<file path="src/chb_map.vh">
`ifndef CHB_MAP_VH
`define CHB_MAP_VH

// register byte offsets
`define CHB_MR        8'h04
`define CHB_DTOR      8'h08
`define CHB_CMDR      8'h0C
`define CHB_BLKR      8'h18
`define CHB_RSPR      8'h20
`define CHB_RSPR_LAST 8'h2C
`define CHB_RDR       8'h30
`define CHB_TDR       8'h34
`define CHB_SR        8'h40
`define CHB_RCR       8'h50
`define CHB_RNCR      8'h54
`define CHB_TCR       8'h58
`define CHB_TNCR      8'h5C

// mode register fields
`define CHB_MR_FBYTE  13
`define CHB_MR_DMAM   15

// command register fields
`define CHB_CMD_RSPT_LO 6
`define CHB_CMD_LAT     12
`define CHB_CMD_TRC_LO  16
`define CHB_CMD_TRDIR   18
`define CHB_CMD_TRT_LO  19
`define CHB_CMD_IOSP_LO 24

// field codes
`define CHB_TRC_START  2'h1
`define CHB_TRT_SINGLE 3'h0
`define CHB_TRT_MULTI  3'h1
`define CHB_TRT_SBYTE  3'h4
`define CHB_TRT_SBLK   3'h5
`define CHB_IOSP_SUSP  2'h1
`define CHB_IOSP_RES   2'h2
`define CHB_SDIO_BYTES 17'h00200

// status bit positions
`define CHB_SR_CDONE 0
`define CHB_SR_RX_WORD_READY 1
`define CHB_SR_TXTK  2
`define CHB_SR_BLOCK_ENDED  3
`define CHB_SR_DTA   4
`define CHB_SR_NBSY  5
`define CHB_SR_RX_COUNT_DONE 6
`define CHB_SR_RXBF  14
`define CHB_SR_RESP_INDEX_ERROR 16
`define CHB_SR_DATA_TIMEOUT_ERROR  22
`define CHB_SR_RX_OVERRUN_ERROR  30
`define CHB_SR_TX_UNDERRUN_ERROR  31

// timing in link clock cycles
`define CHB_LAT_SHORT 7'h05
`define CHB_LAT_LONG  7'h40

// data timeout multipliers
`define CHB_MUL0 21'h000001
`define CHB_MUL1 21'h000010
`define CHB_MUL2 21'h000080
`define CHB_MUL3 21'h000100
`define CHB_MUL4 21'h000400
`define CHB_MUL5 21'h001000
`define CHB_MUL6 21'h010000
`define CHB_MUL7 21'h100000

`endif

</file>
<file path="src/chb_status_top.v">
// Operation
// - special type: 0 none,1 suspend,2 resume
// - count bits 15:0, length bits 31:16
// - multi-block count 1..65535, zero unbounded
// - SDIO byte count zero means 512
// - SDIO block count zero means unbounded
// - SDIO byte mode ignores block length
// - one block length, two register views
// - response words read out in sequence
// - command done cleared by command write
// - receive ready and transmit taken flags
// - block ended on write CRC status, in DMA mode only once both TX counters are zero
// - transfer active until CRC16 completes
// - not busy cleared at write response end
// - DMA counter end flags
// - buffer flags when both counters zero
// - response index and direction errors
// - response CRC7 and end bit errors
// - response timeout by latency select
// - data CRC and timeout cleared reading
// - overrun/underrun cleared by data command
// - latency limit 5 or 64 cycles
// - data timeout equals cycles times scale
`timescale 1ns/100ps
`include "chb_map.vh"
module chb_status_top #(
	parameter RSP_DEPTH = 4
)(
	// clock and reset
	input  wire        clk_sys,
	input  wire        rst,
	// wishbone slave
	input  wire        wb_cyc_i,
	input  wire        wb_stb_i,
	input  wire        wb_we_i,
	input  wire [7:0]  wb_adr_i,
	input  wire [3:0]  wb_sel_i,
	input  wire [31:0] wb_dat_i,
	output reg  [31:0] wb_dat_o,
	output reg         wb_ack_o,
	// card pins
	input  wire        card_clk_i,
	input  wire        card_dat0_i,
	// card engine events
	input  wire        eng_cmd_done,
	input  wire        eng_rsp_start,
	input  wire        eng_rsp_valid,
	input  wire [31:0] eng_rsp_data,
	input  wire        eng_rsp_last,
	input  wire [5:0]  eng_rsp_index,
	input  wire        eng_rsp_dir,
	input  wire        eng_rsp_crc_ok,
	input  wire        eng_rsp_end_ok,
	input  wire        eng_rx_valid,
	input  wire [31:0] eng_rx_word,
	input  wire        eng_tx_take,
	input  wire        eng_crc_status,
	input  wire        eng_crc_bad,
	input  wire        eng_data_done,
	input  wire        dma_rx_beat,
	input  wire        dma_tx_beat,
	// to card engine
	output reg         cmd_start_o,
	output reg  [31:0] cmd_word_o,
	output reg  [16:0] blk_count_o,
	output reg         blk_infinite_o,
	output reg  [15:0] blk_len_o,
	output reg         sdio_suspend_o,
	output reg         sdio_resume_o,
	output reg  [31:0] tx_word_o
);

	reg  [1:0]  clk_sync_ff;
	reg  [1:0]  dat_sync_ff;
	reg         clk_prev_ff;
	reg         dat_prev_ff;
	reg  [15:0] mode_ff;
	reg  [15:0] block_length_ff;
	reg  [15:0] transfer_count_ff;
	reg  [6:0]  dtor_ff;
	reg  [31:0] rx_ff;
	reg  [31:0] rsp_mem [0:RSP_DEPTH-1];
	reg  [1:0]  rsp_wp_ff;
	reg  [1:0]  rsp_rp_ff;
	reg         cdone_ff;
	reg         rx_word_ready_ff;
	reg         txtk_ff;
	reg         block_ended_ff;
	reg         dta_ff;
	reg         nbsy_ff;
	reg  [3:0]  rsperr_ff;
	reg         resp_timeout_error_ff;
	reg         data_crc_error_ff;
	reg         data_timeout_error_ff;
	reg         rx_overrun_error_ff;
	reg         tx_underrun_error_ff;
	reg         rwait_ff;
	reg  [6:0]  lat_ff;
	reg  [24:0] dto_ff;
	reg  [15:0] dcur_ff [0:1];
	reg  [15:0] dnxt_ff [0:1];
	reg  [1:0]  dend_ff;
	reg  [31:0] nxt_rdata;
	reg  [20:0] nxt_mul;
	reg  [16:0] nxt_count;
	reg         nxt_inf;

	// bus decode
	wire        req     = wb_cyc_i & wb_stb_i;
	wire        acc     = req & ~wb_ack_o;
	wire        wr      = acc & wb_we_i;
	wire        rd      = acc & ~wb_we_i;
	wire [7:0]  adr     = {wb_adr_i[7:2], 2'h0};
	wire [31:0] wmask   = {{8{wb_sel_i[3]}}, {8{wb_sel_i[2]}},
		{8{wb_sel_i[1]}}, {8{wb_sel_i[0]}}};
	wire [31:0] wdat    = wb_dat_i & wmask;
	wire        cmd_wr  = wr & (adr == `CHB_CMDR) & cdone_ff;
	wire        sr_rd   = rd & (adr == `CHB_SR);
	wire        rdr_rd  = rd & (adr == `CHB_RDR);
	wire        tdr_wr  = wr & (adr == `CHB_TDR);
	wire        rsp_rd  = rd & (adr >= `CHB_RSPR) & (adr <= `CHB_RSPR_LAST);
	wire        link_up = clk_sync_ff[1] & ~clk_prev_ff;
	wire        dat_up  = dat_sync_ff[1] & ~dat_prev_ff;

	// fields of the last command and of the command being written
	wire [2:0]  transfer_type   = cmd_word_o[`CHB_CMD_TRT_LO+2:`CHB_CMD_TRT_LO];
	wire        trdir   = cmd_word_o[`CHB_CMD_TRDIR];
	wire [1:0]  new_trc = wb_dat_i[`CHB_CMD_TRC_LO+1:`CHB_CMD_TRC_LO];
	wire [1:0]  new_rsp = wb_dat_i[`CHB_CMD_RSPT_LO+1:`CHB_CMD_RSPT_LO];
	wire [1:0]  new_iosp = wb_dat_i[`CHB_CMD_IOSP_LO+1:`CHB_CMD_IOSP_LO];
	wire [6:0]  lat_lim = cmd_word_o[`CHB_CMD_LAT] ? `CHB_LAT_LONG : `CHB_LAT_SHORT;
	wire [24:0] dto_lim = {21'h0, dtor_ff[3:0]} * {4'h0, nxt_mul};
	wire        dat_evt = eng_rx_valid | eng_tx_take | eng_crc_status;
	wire        rsp_chk = eng_rsp_valid & eng_rsp_last;
	wire [1:0]  dbeat   = {dma_tx_beat, dma_rx_beat};
	wire [1:0]  dzero;
	wire [31:0] status;

	assign status = {tx_underrun_error_ff, rx_overrun_error_ff, 7'h0, data_timeout_error_ff, data_crc_error_ff, resp_timeout_error_ff,
		rsperr_ff, dzero[1], dzero[0], 6'h0, dend_ff, nbsy_ff, dta_ff,
		block_ended_ff, txtk_ff, rx_word_ready_ff, cdone_ff};

	// pin synchronisers
	always @(posedge clk_sys) begin
		if (rst) begin
			clk_sync_ff <= 2'h0;
			dat_sync_ff <= 2'h3;
			clk_prev_ff <= 1'b0;
			dat_prev_ff <= 1'b1;
		end else begin
			clk_sync_ff <= {clk_sync_ff[0], card_clk_i};
			dat_sync_ff <= {dat_sync_ff[0], card_dat0_i};
			clk_prev_ff <= clk_sync_ff[1];
			dat_prev_ff <= dat_sync_ff[1];
		end
	end

	// timeout scale
	always @* begin
		case (dtor_ff[6:4])
			3'h0: nxt_mul = `CHB_MUL0;
			3'h1: nxt_mul = `CHB_MUL1;
			3'h2: nxt_mul = `CHB_MUL2;
			3'h3: nxt_mul = `CHB_MUL3;
			3'h4: nxt_mul = `CHB_MUL4;
			3'h5: nxt_mul = `CHB_MUL5;
			3'h6: nxt_mul = `CHB_MUL6;
			default: nxt_mul = `CHB_MUL7;
		endcase
	end

	// count decode per transfer type
	always @* begin
		nxt_inf = 1'b0;
		case (transfer_type)
			`CHB_TRT_MULTI: begin
				nxt_count = {1'b0, transfer_count_ff};
				nxt_inf   = (transfer_count_ff == 16'h0000);
			end
			`CHB_TRT_SBYTE: begin
				nxt_count = (transfer_count_ff[8:0] == 9'h000) ? `CHB_SDIO_BYTES
					: {8'h00, transfer_count_ff[8:0]};
			end
			`CHB_TRT_SBLK: begin
				nxt_count = {8'h00, transfer_count_ff[8:0]};
				nxt_inf   = (transfer_count_ff[8:0] == 9'h000);
			end
			default: nxt_count = 17'h00001;
		endcase
	end

	// read mux
	always @* begin
		case (adr)
			`CHB_MR:   nxt_rdata = {block_length_ff, mode_ff};
			`CHB_DTOR: nxt_rdata = {25'h0, dtor_ff};
			`CHB_BLKR: nxt_rdata = {block_length_ff, transfer_count_ff};
			`CHB_RDR:  nxt_rdata = rx_ff;
			`CHB_SR:   nxt_rdata = status;
			`CHB_RCR:  nxt_rdata = {16'h0, dcur_ff[0]};
			`CHB_RNCR: nxt_rdata = {16'h0, dnxt_ff[0]};
			`CHB_TCR:  nxt_rdata = {16'h0, dcur_ff[1]};
			`CHB_TNCR: nxt_rdata = {16'h0, dnxt_ff[1]};
			default:   nxt_rdata = rsp_rd ? rsp_mem[rsp_rp_ff] : 32'h0;
		endcase
	end

	// response store
	always @(posedge clk_sys) begin
		if (eng_rsp_valid)
			rsp_mem[rsp_wp_ff] <= eng_rsp_data;
	end

	// bus, registers, command side
	always @(posedge clk_sys) begin
		if (rst) begin
			wb_ack_o       <= 1'b0;
			wb_dat_o       <= 32'h0;
			mode_ff        <= 16'h0;
			block_length_ff      <= 16'h0;
			transfer_count_ff        <= 16'h0;
			dtor_ff        <= 7'h0;
			cmd_start_o    <= 1'b0;
			cmd_word_o     <= 32'h0;
			sdio_suspend_o <= 1'b0;
			sdio_resume_o  <= 1'b0;
			blk_count_o    <= 17'h0;
			blk_infinite_o <= 1'b0;
			blk_len_o      <= 16'h0;
			tx_word_o      <= 32'h0;
			rsp_wp_ff      <= 2'h0;
			rsp_rp_ff      <= 2'h0;
		end else begin
			wb_ack_o    <= acc;
			cmd_start_o <= cmd_wr;
			if (rd)
				wb_dat_o <= nxt_rdata;
			if (wr & (adr == `CHB_MR)) begin
				mode_ff   <= (mode_ff & ~wmask[15:0]) | wdat[15:0];
				block_length_ff <= (block_length_ff & ~wmask[31:16]) | wdat[31:16];
			end
			if (wr & (adr == `CHB_BLKR)) begin
				transfer_count_ff   <= (transfer_count_ff & ~wmask[15:0]) | wdat[15:0];
				block_length_ff <= (block_length_ff & ~wmask[31:16]) | wdat[31:16];
			end
			if (wr & (adr == `CHB_DTOR))
				dtor_ff <= (dtor_ff & ~wmask[6:0]) | wdat[6:0];
			if (cmd_wr) begin
				cmd_word_o     <= wb_dat_i;
				sdio_suspend_o <= (new_iosp == `CHB_IOSP_SUSP);
				sdio_resume_o  <= (new_iosp == `CHB_IOSP_RES);
			end
			if (tdr_wr)
				tx_word_o <= (tx_word_o & ~wmask) | wdat;
			blk_count_o    <= nxt_count;
			blk_infinite_o <= nxt_inf;
			blk_len_o      <= (transfer_type == `CHB_TRT_SBYTE) ? 16'h0 : block_length_ff;
			if (cmd_wr) begin
				rsp_wp_ff <= 2'h0;
				rsp_rp_ff <= 2'h0;
			end else begin
				if (eng_rsp_valid)
					rsp_wp_ff <= rsp_wp_ff + 2'h1;
				if (rsp_rd)
					rsp_rp_ff <= rsp_rp_ff + 2'h1;
			end
		end
	end

	// status flags; a set wins over a clear
	always @(posedge clk_sys) begin
		if (rst) begin
			cdone_ff  <= 1'b1;
			rx_word_ready_ff  <= 1'b0;
			txtk_ff   <= 1'b1;
			block_ended_ff   <= 1'b0;
			dta_ff    <= 1'b0;
			nbsy_ff   <= 1'b1;
			rsperr_ff <= 4'h0;
			resp_timeout_error_ff   <= 1'b0;
			data_crc_error_ff  <= 1'b0;
			data_timeout_error_ff   <= 1'b0;
			rx_overrun_error_ff   <= 1'b0;
			tx_underrun_error_ff   <= 1'b0;
			rx_ff     <= 32'h0;
		end else begin
			cdone_ff <= eng_cmd_done | (cdone_ff & ~cmd_wr);
			if (eng_rx_valid)
				rx_ff <= eng_rx_word;
			rx_word_ready_ff <= eng_rx_valid | (rx_word_ready_ff & ~rdr_rd);
			txtk_ff  <= eng_tx_take | (txtk_ff & ~tdr_wr);
			block_ended_ff  <= (eng_crc_status & ~trdir & (~mode_ff[`CHB_MR_DMAM] | dzero[1]))
				| (block_ended_ff & ~sr_rd);
			dta_ff   <= (cmd_wr & (new_trc == `CHB_TRC_START))
				| (dta_ff & ~eng_data_done);
			nbsy_ff  <= dat_up | (nbsy_ff & ~(eng_rsp_valid & eng_rsp_last & ~trdir));
			rsperr_ff[0] <= (rsp_chk & (eng_rsp_index != cmd_word_o[5:0]))
				| (rsperr_ff[0] & ~cmd_wr);
			rsperr_ff[1] <= (rsp_chk & ~eng_rsp_dir) | (rsperr_ff[1] & ~cmd_wr);
			rsperr_ff[2] <= (rsp_chk & ~eng_rsp_crc_ok) | (rsperr_ff[2] & ~cmd_wr);
			rsperr_ff[3] <= (rsp_chk & ~eng_rsp_end_ok) | (rsperr_ff[3] & ~cmd_wr);
			resp_timeout_error_ff  <= (rwait_ff & link_up & (lat_ff == lat_lim - 7'h01))
				| (resp_timeout_error_ff & ~cmd_wr);
			data_crc_error_ff <= eng_crc_bad | (data_crc_error_ff & ~sr_rd);
			data_timeout_error_ff  <= (dta_ff & ~dat_evt & (dto_ff == dto_lim))
				| (data_timeout_error_ff & ~sr_rd);
			rx_overrun_error_ff  <= (eng_rx_valid & rx_word_ready_ff & ~rdr_rd)
				| (rx_overrun_error_ff & ~(cmd_wr & (new_trc == `CHB_TRC_START)));
			tx_underrun_error_ff  <= (eng_tx_take & txtk_ff)
				| (tx_underrun_error_ff & ~(cmd_wr & (new_trc == `CHB_TRC_START)));
		end
	end

	// response wait and data timeout counters
	always @(posedge clk_sys) begin
		if (rst) begin
			rwait_ff <= 1'b0;
			lat_ff   <= 7'h0;
			dto_ff   <= 25'h0;
		end else begin
			if (cmd_wr) begin
				rwait_ff <= (new_rsp != 2'h0);
				lat_ff   <= 7'h0;
			end else if (eng_rsp_start) begin
				rwait_ff <= 1'b0;
			end else if (rwait_ff & link_up) begin
				lat_ff <= lat_ff + 7'h01;
				if (lat_ff == lat_lim - 7'h01)
					rwait_ff <= 1'b0;
			end
			if (~dta_ff | dat_evt)
				dto_ff <= 25'h0;
			else if (dto_ff != dto_lim)
				dto_ff <= dto_ff + 25'h1;
		end
	end

	// dma counters, one channel per direction
	genvar g;
	generate
		for (g = 0; g < 2; g = g + 1) begin : dch
			wire cur_wr = wr & (adr == (g ? `CHB_TCR : `CHB_RCR));
			wire nxt_wr = wr & (adr == (g ? `CHB_TNCR : `CHB_RNCR));
			wire hit0   = dbeat[g] & (dcur_ff[g] == 16'h0001);
			assign dzero[g] = (dcur_ff[g] == 16'h0) & (dnxt_ff[g] == 16'h0);
			always @(posedge clk_sys) begin
				if (rst) begin
					dcur_ff[g] <= 16'h0;
					dnxt_ff[g] <= 16'h0;
					dend_ff[g] <= 1'b0;
				end else begin
					dend_ff[g] <= hit0 | (dend_ff[g] & ~(cur_wr | nxt_wr));
					if (cur_wr)
						dcur_ff[g] <= (dcur_ff[g] & ~wmask[15:0]) | wdat[15:0];
					else if (hit0) begin
						dcur_ff[g] <= dnxt_ff[g];
					end else if (dbeat[g] & (dcur_ff[g] != 16'h0))
						dcur_ff[g] <= dcur_ff[g] - 16'h0001;
					if (nxt_wr)
						dnxt_ff[g] <= (dnxt_ff[g] & ~wmask[15:0]) | wdat[15:0];
					else if (hit0 & ~cur_wr)
						dnxt_ff[g] <= 16'h0;
				end
			end
		end
	endgenerate

endmodule

</file>
<file path="config.mk">
export PLATFORM = sky130hd
export DESIGN_NAME = chb_status_top
export DESIGN_NICKNAME = d
export VERILOG_FILES = /design/src/chb_status_top.v
export VERILOG_INCLUDE_DIRS = /design/src /design/src/src
export SDC_FILE = /design/constraint.sdc
export NUM_CORES = 1
export LEC_CHECK = 0
export BUFFER_PORTS_ARGS = -buffer_cell sky130_fd_sc_hd__buf_2
export CAP_MARGIN = 20
export CORE_ASPECT_RATIO = 1.75
export CORE_MARGIN = 2
export CORE_UTILIZATION = 58
export CTS_BUF_LIST = sky130_fd_sc_hd__clkbuf_16
export DETAILED_ROUTE_END_ITERATION = 12
export PLACE_DENSITY = 0.8
export SLEW_MARGIN = 20
export SYNTH_ARGS = -nofsm -noshare
export SYNTH_HDL_FRONTEND = slang
export SYNTH_SLANG_ARGS = --single-unit
</file>
<file path="constraint.sdc">
create_clock -name clk_sys -period 4.35 [get_ports clk_sys]
set_input_delay 1.305 -clock clk_sys [delete_from_list [all_inputs] [get_ports clk_sys]]
set_output_delay 1.305 -clock clk_sys [all_outputs]
set_load 0.01 [all_outputs]
</file>
# After elaboration in Yosys (flattened, before gate mapping)
# Memories as Yosys holds them, arrays and structs flattened. A register that Yosys moved wholly into a read port is not among the register bits.
# Cells that the tools add are included.
# classes
addsub	7
n_mul	1
order_cmp	2
eq_ne	29
mux	67
bitwise_logic	140
n_reduce_logical	18
# ops
op	n
$pmux W32 S9	1
$mux W16	12
$pmux W21 S7	1
$and A16 B16 Y16	7
$or A16 B16 Y16	7
$logic_not A16 Y1	5
$and A32 B32 Y32	2
$and A1 B1 Y1	61
$pmux W16 S3	1
$mux W1	46
$or A1 B1 Y1	33
$eq A16 B1 Y1 const B	2
$mux W32	1
$not A16 Y16	2
$not A32 Y32	1
$or A32 B32 Y32	1
$reduce_bool A16 Y1	2
$sub A16 B1 Y16 const B	2
$eq A6 B5 Y1 const B	5
$add A25 B1 Y25 const B	1
$eq A25 B25 Y1	1
$mul A4 B21 Y25	1
$ne A25 B25 Y1	1
$not A1 Y1	23
29 further kinds	45
# totals
reg_bits	281
ramBits	192
elab_cells	305
memories	3
# memory_table
name	words	width	read_ports	rd_ports_with_merged_regs	wr	line	rtl
rsp_mem	4	32	1	1	1	chb_status_top.v:82	reg [31:0] rsp_mem [0:RSP_DEPTH-1];
dcur_ff	2	16	2	0	2	chb_status_top.v:100	reg [15:0] dcur_ff [0:1];
dnxt_ff	2	16	2	0	2	chb_status_top.v:101	reg [15:0] dnxt_ff [0:1];

# Longest topological paths before layout
# depth
word_depth	11
mapped_depth	17

# Worst setup path after synthesis
# OpenSTA, ideal clock, no wires.
# synth_path
kind	in2reg
from	input port wb_adr_i[5]
to	memory dcur_ff[0][0] (enable)
setup_time_ns	0.411
t_arrival_ns	3.332
t_required_ns	3.939
path_slack_ns	0.607
cell_stages	7
n_path_buf	1
cell_sequence	and4bb_2 and2_0 clkbuf_1 nand2_1 and3b_1 nand2_1 o21ai_0
# synth_rtl
item	line	rtl
from (decl)	chb_status_top.v:36	input wire [7:0] wb_adr_i,
to (decl)	chb_status_top.v:100	

==> flow_metrics.env <==
export IMPL_synth_area_leaders="edfxtp_1 27%, dfxtp_1 27%, a21oi_1 4.3%, nand2_1 4.0%, nor2_1 3.8%"
export IMPL_core_sq_um=35900
export IMPL_cp_max_fo=8
export IMPL_syn2layout_area_growth_pct=15.7
export IMPL_rrSetupSlack_ps=270
export IMPL_cp_arrival_ps=4490
export IMPL_antenna_found_initial=4
export IMPL_vias=17175
export IMPL_die_w_microns=148
export IMPL_cts_htree_levels=2
export IMPL_setup_violations=0
export IMPL_fin_nets=2428
export IMPL_ys_seq_area_share_pct=54.2
export IMPL_required_ps=4760
export IMPL_port_buffers=265
export IMPL_place_hpwl_microns=48200
export IMPL_synth_seq_cells=474
export IMPL_synth_nets=2192
export IMPL_path_depth=16
export IMPL_synth_top_area_cell="edfxtp_1"
export IMPL_netlist_area_leader_share_pct=27.4
export IMPL_die_area_sq_um=37900
export IMPL_crit_type="register to register"
export IMPL_ys_types=78
export IMPL_die_h_microns=256
export IMPL_synthesis_area_sq_um=21100
export IMPL_cts_clk_slew_worst_paths_ps=70
export IMPL_synth_enable_flop_cells=192
export IMPL_rows=92
export IMPL_clock_sinks=474
export IMPL_grt_max_degree=122
export IMPL_initial_core_util_pct=58.7
export IMPL_period_needed_ps=4080
export IMPL_cts_root_buf="clkbuf_16"
export IMPL_max_freq_mhz=245
export IMPL_ir_drop_uv=462
export IMPL_end_kind="register"
export IMPL_crit_buf_inv=2
export IMPL_track_usage_pct=34.0
export IMPL_hold_depth=1
export IMPL_slowest_delay_ps=470
export IMPL_async_flop_share_pct=0
export IMPL_synth_top_cells_by_count="282 x dfxtp_1, 223 x nand2_1, 213 x nor2_1"
export IMPL_via_per_inst=6.20
export IMPL_leakagePower_nw=9.46
export IMPL_tightest_slew_ps=1070
export IMPL_cts_tree="yes"
export IMPL_critPathSlowestCell="dfxtp_1"
export IMPL_hold_viol=0
export IMPL_route_detailed_drc=0
export IMPL_cts_buffer_depth=3
export IMPL_drt_wirelength_per_cell_microns=23.6
export IMPL_synth_warnings=0
export IMPL_drt_total_wl_microns=65500
export IMPL_gp_congestion=0.969
export IMPL_syn_instance_count=2030
export IMPL_drt_iter0_drc=1459
export IMPL_hold_buffers=0
export IMPL_grt_ovfl_total=0
export IMPL_fin_crit_sh_pct=93.8
export IMPL_cap_violations=0
export IMPL_crit_family="simple AND/OR/NAND/NOR gates"
export IMPL_worstPathCellList="nand2b_1 > nor2_1 > and2_1 > ha_1 > inv_1 > fa_1 > inv_1 > ha_1 > and4b_1 > a221oi_4 > mux2i_1 > a21oi_1 > nor4_2 > nand4_1 > xnor2_1 > nor2_1"
export IMPL_critPathLaunchType="register"
export IMPL_worstRegToRegCells=16
export IMPL_yosysMostFrequentCell="dfxtp_1"
export IMPL_worst_clock_skew_ps=24.8
export IMPL_avgSynthCellArea_sq_um=10.4
export IMPL_first_pass_iters=6
export IMPL_grt_pass1_wl_microns=98900
export IMPL_dpl_cell_area_sq_um=22900
export IMPL_slew_violations=0
export IMPL_clock_latency_ps=570
export IMPL_cts_buffers_inserted=42
export IMPL_fin_setup_tns_ps=0
export IMPL_fin_area_sq_um=24400
export IMPL_status="completed"
export IMPL_grt_pass1_vias=16974
export IMPL_max_slew_margin_pct=28.9
export IMPL_powerDensity_nw_per_um2=384
export IMPL_synthFlopType="dfxtp_1"
export IMPL_rsz0062_at_grt="false"
export IMPL_ant_nets=0
export IMPL_top_level_ports=269
export IMPL_hp_class="register to register"
export IMPL_layout_drive_gt1_share_pct=19.8
-- worst paths after layout --
path,from,end
worst max-delay path,register,dto_ff[0]$_SDFFE_PP0P_
worst min-delay path,dat_sync_ff[0]$_SDFF_PP1_,dat_sync_ff[1]$_SDFF_PP1_
worst max register to register,register,dto_ff[0]$_SDFFE_PP0P_
worst min register to register,dat_sync_ff[0]$_SDFF_PP1_,dat_sync_ff[1]$_SDFF_PP1_
-- report_power, final --
group          switching, W  internal, W
Sequential         0.000112      0.00476
Clock               0.00168      0.00220
Combinational      0.000378     0.000222
Total               0.00217      0.00719
-- metal layers --
layer	up-vias	track usage, %	wire [microns]
met2	814	59.3	33400
li1	7843	-	-
met5	-	0	7
met3	244	5.85	4700
met4	2	23.8	5470
met1	8272	37.0	21900
-- repair_timing --
action,in CTS,in global routing
resized for setup,0,2
buffers inserted,0,2
endpoints found under the setup margin,0,3
hold endpoints to repair,0,0
-- cells by family (layout without fill, tap and decap cells) --
| family | count (synthesis) | count (layout) | share of synthesized area (%) |
|---|---|---|---|
| compound gates | 389 | 389 | 12.3 |
| xor+xnor | 78 | 78 | 3.24 |
| fa+ha+maj | 27 | 27 | 1.71 |
| buf+inv | 146 | 414 | 2.86 |
| flops | 474 | 474 | 54.2 |
| mux | 104 | 104 | 6.84 |
| other cells | 1 | 5 | 0.0178 |
| simple gates | 811 | 811 | 18.9 |
-- per-stage QoR --
step                power [W]  setup slack, ps  util [%]  std cells  hold slack (ps)
finish                0.00935              270      67.9       2772              439
global route          0.00960            0.845      67.9       2771              459
CTS                   0.00937              204      67.8       2766              441
detailed placement    0.00556              221      63.8       2690              407
global placement      0.00553              276      63.8       2690              403
floorplan             0.00527              607         -       2030              389
-- layout by cell type (no fill, tap or decap), types with 5 or more instances in the layout --
cell / synthesis / routed
or2_2: 8 / 8
a22oi_1: 27 / 27
xor2_1: 36 / 36
a31oi_1: 5 / 5
nand4_1: 13 / 13
nor2_1: 213 / 212
nand2b_1: 73 / 73
xnor2_1: 42 / 42
o21ai_0: 31 / 30
nand2_1: 223 / 223
clkbuf_16: 0 / 44
ha_1: 24 / 24
mux2i_1: 72 / 72
and3_1: 16 / 16
nor4_2: 4 / 5
mux4_2: 32 / 32
bufinv_16: 0 / 6
nand3b_1: 9 / 9
clkinv_1: 0 / 5
nor2b_1: 9 / 9
buf_2: 18 / 264
nand3_1: 86 / 86
nor4_1: 23 / 21
or3_1: 12 / 12
a311oi_1: 14 / 14
edfxtp_1: 192 / 192
dfxtp_1: 282 / 280
a21oi_1: 182 / 182
a221o_1: 19 / 19
nor3_1: 45 / 42
buf_4: 2 / 51
a211oi_1: 26 / 26
a221oi_1: 23 / 23
a222oi_1: 13 / 13
a32oi_1: 10 / 10
inv_1: 20 / 28
and2_1: 43 / 43
-- layout make-up --
cell class / count / area [sq um]
diodes: 4 / 10.0
clock buffers: 44 / 1100
clock inverters: 32 / 333
fillers: 2740 / 11500
inverters: 20 / 75.1
multi-input cells: 1410 / 9110
flip-flops and latches: 474 / 11400
well taps: 470 / 588
repair buffers: 318 / 1760
(Power assumes the default switching activity.)
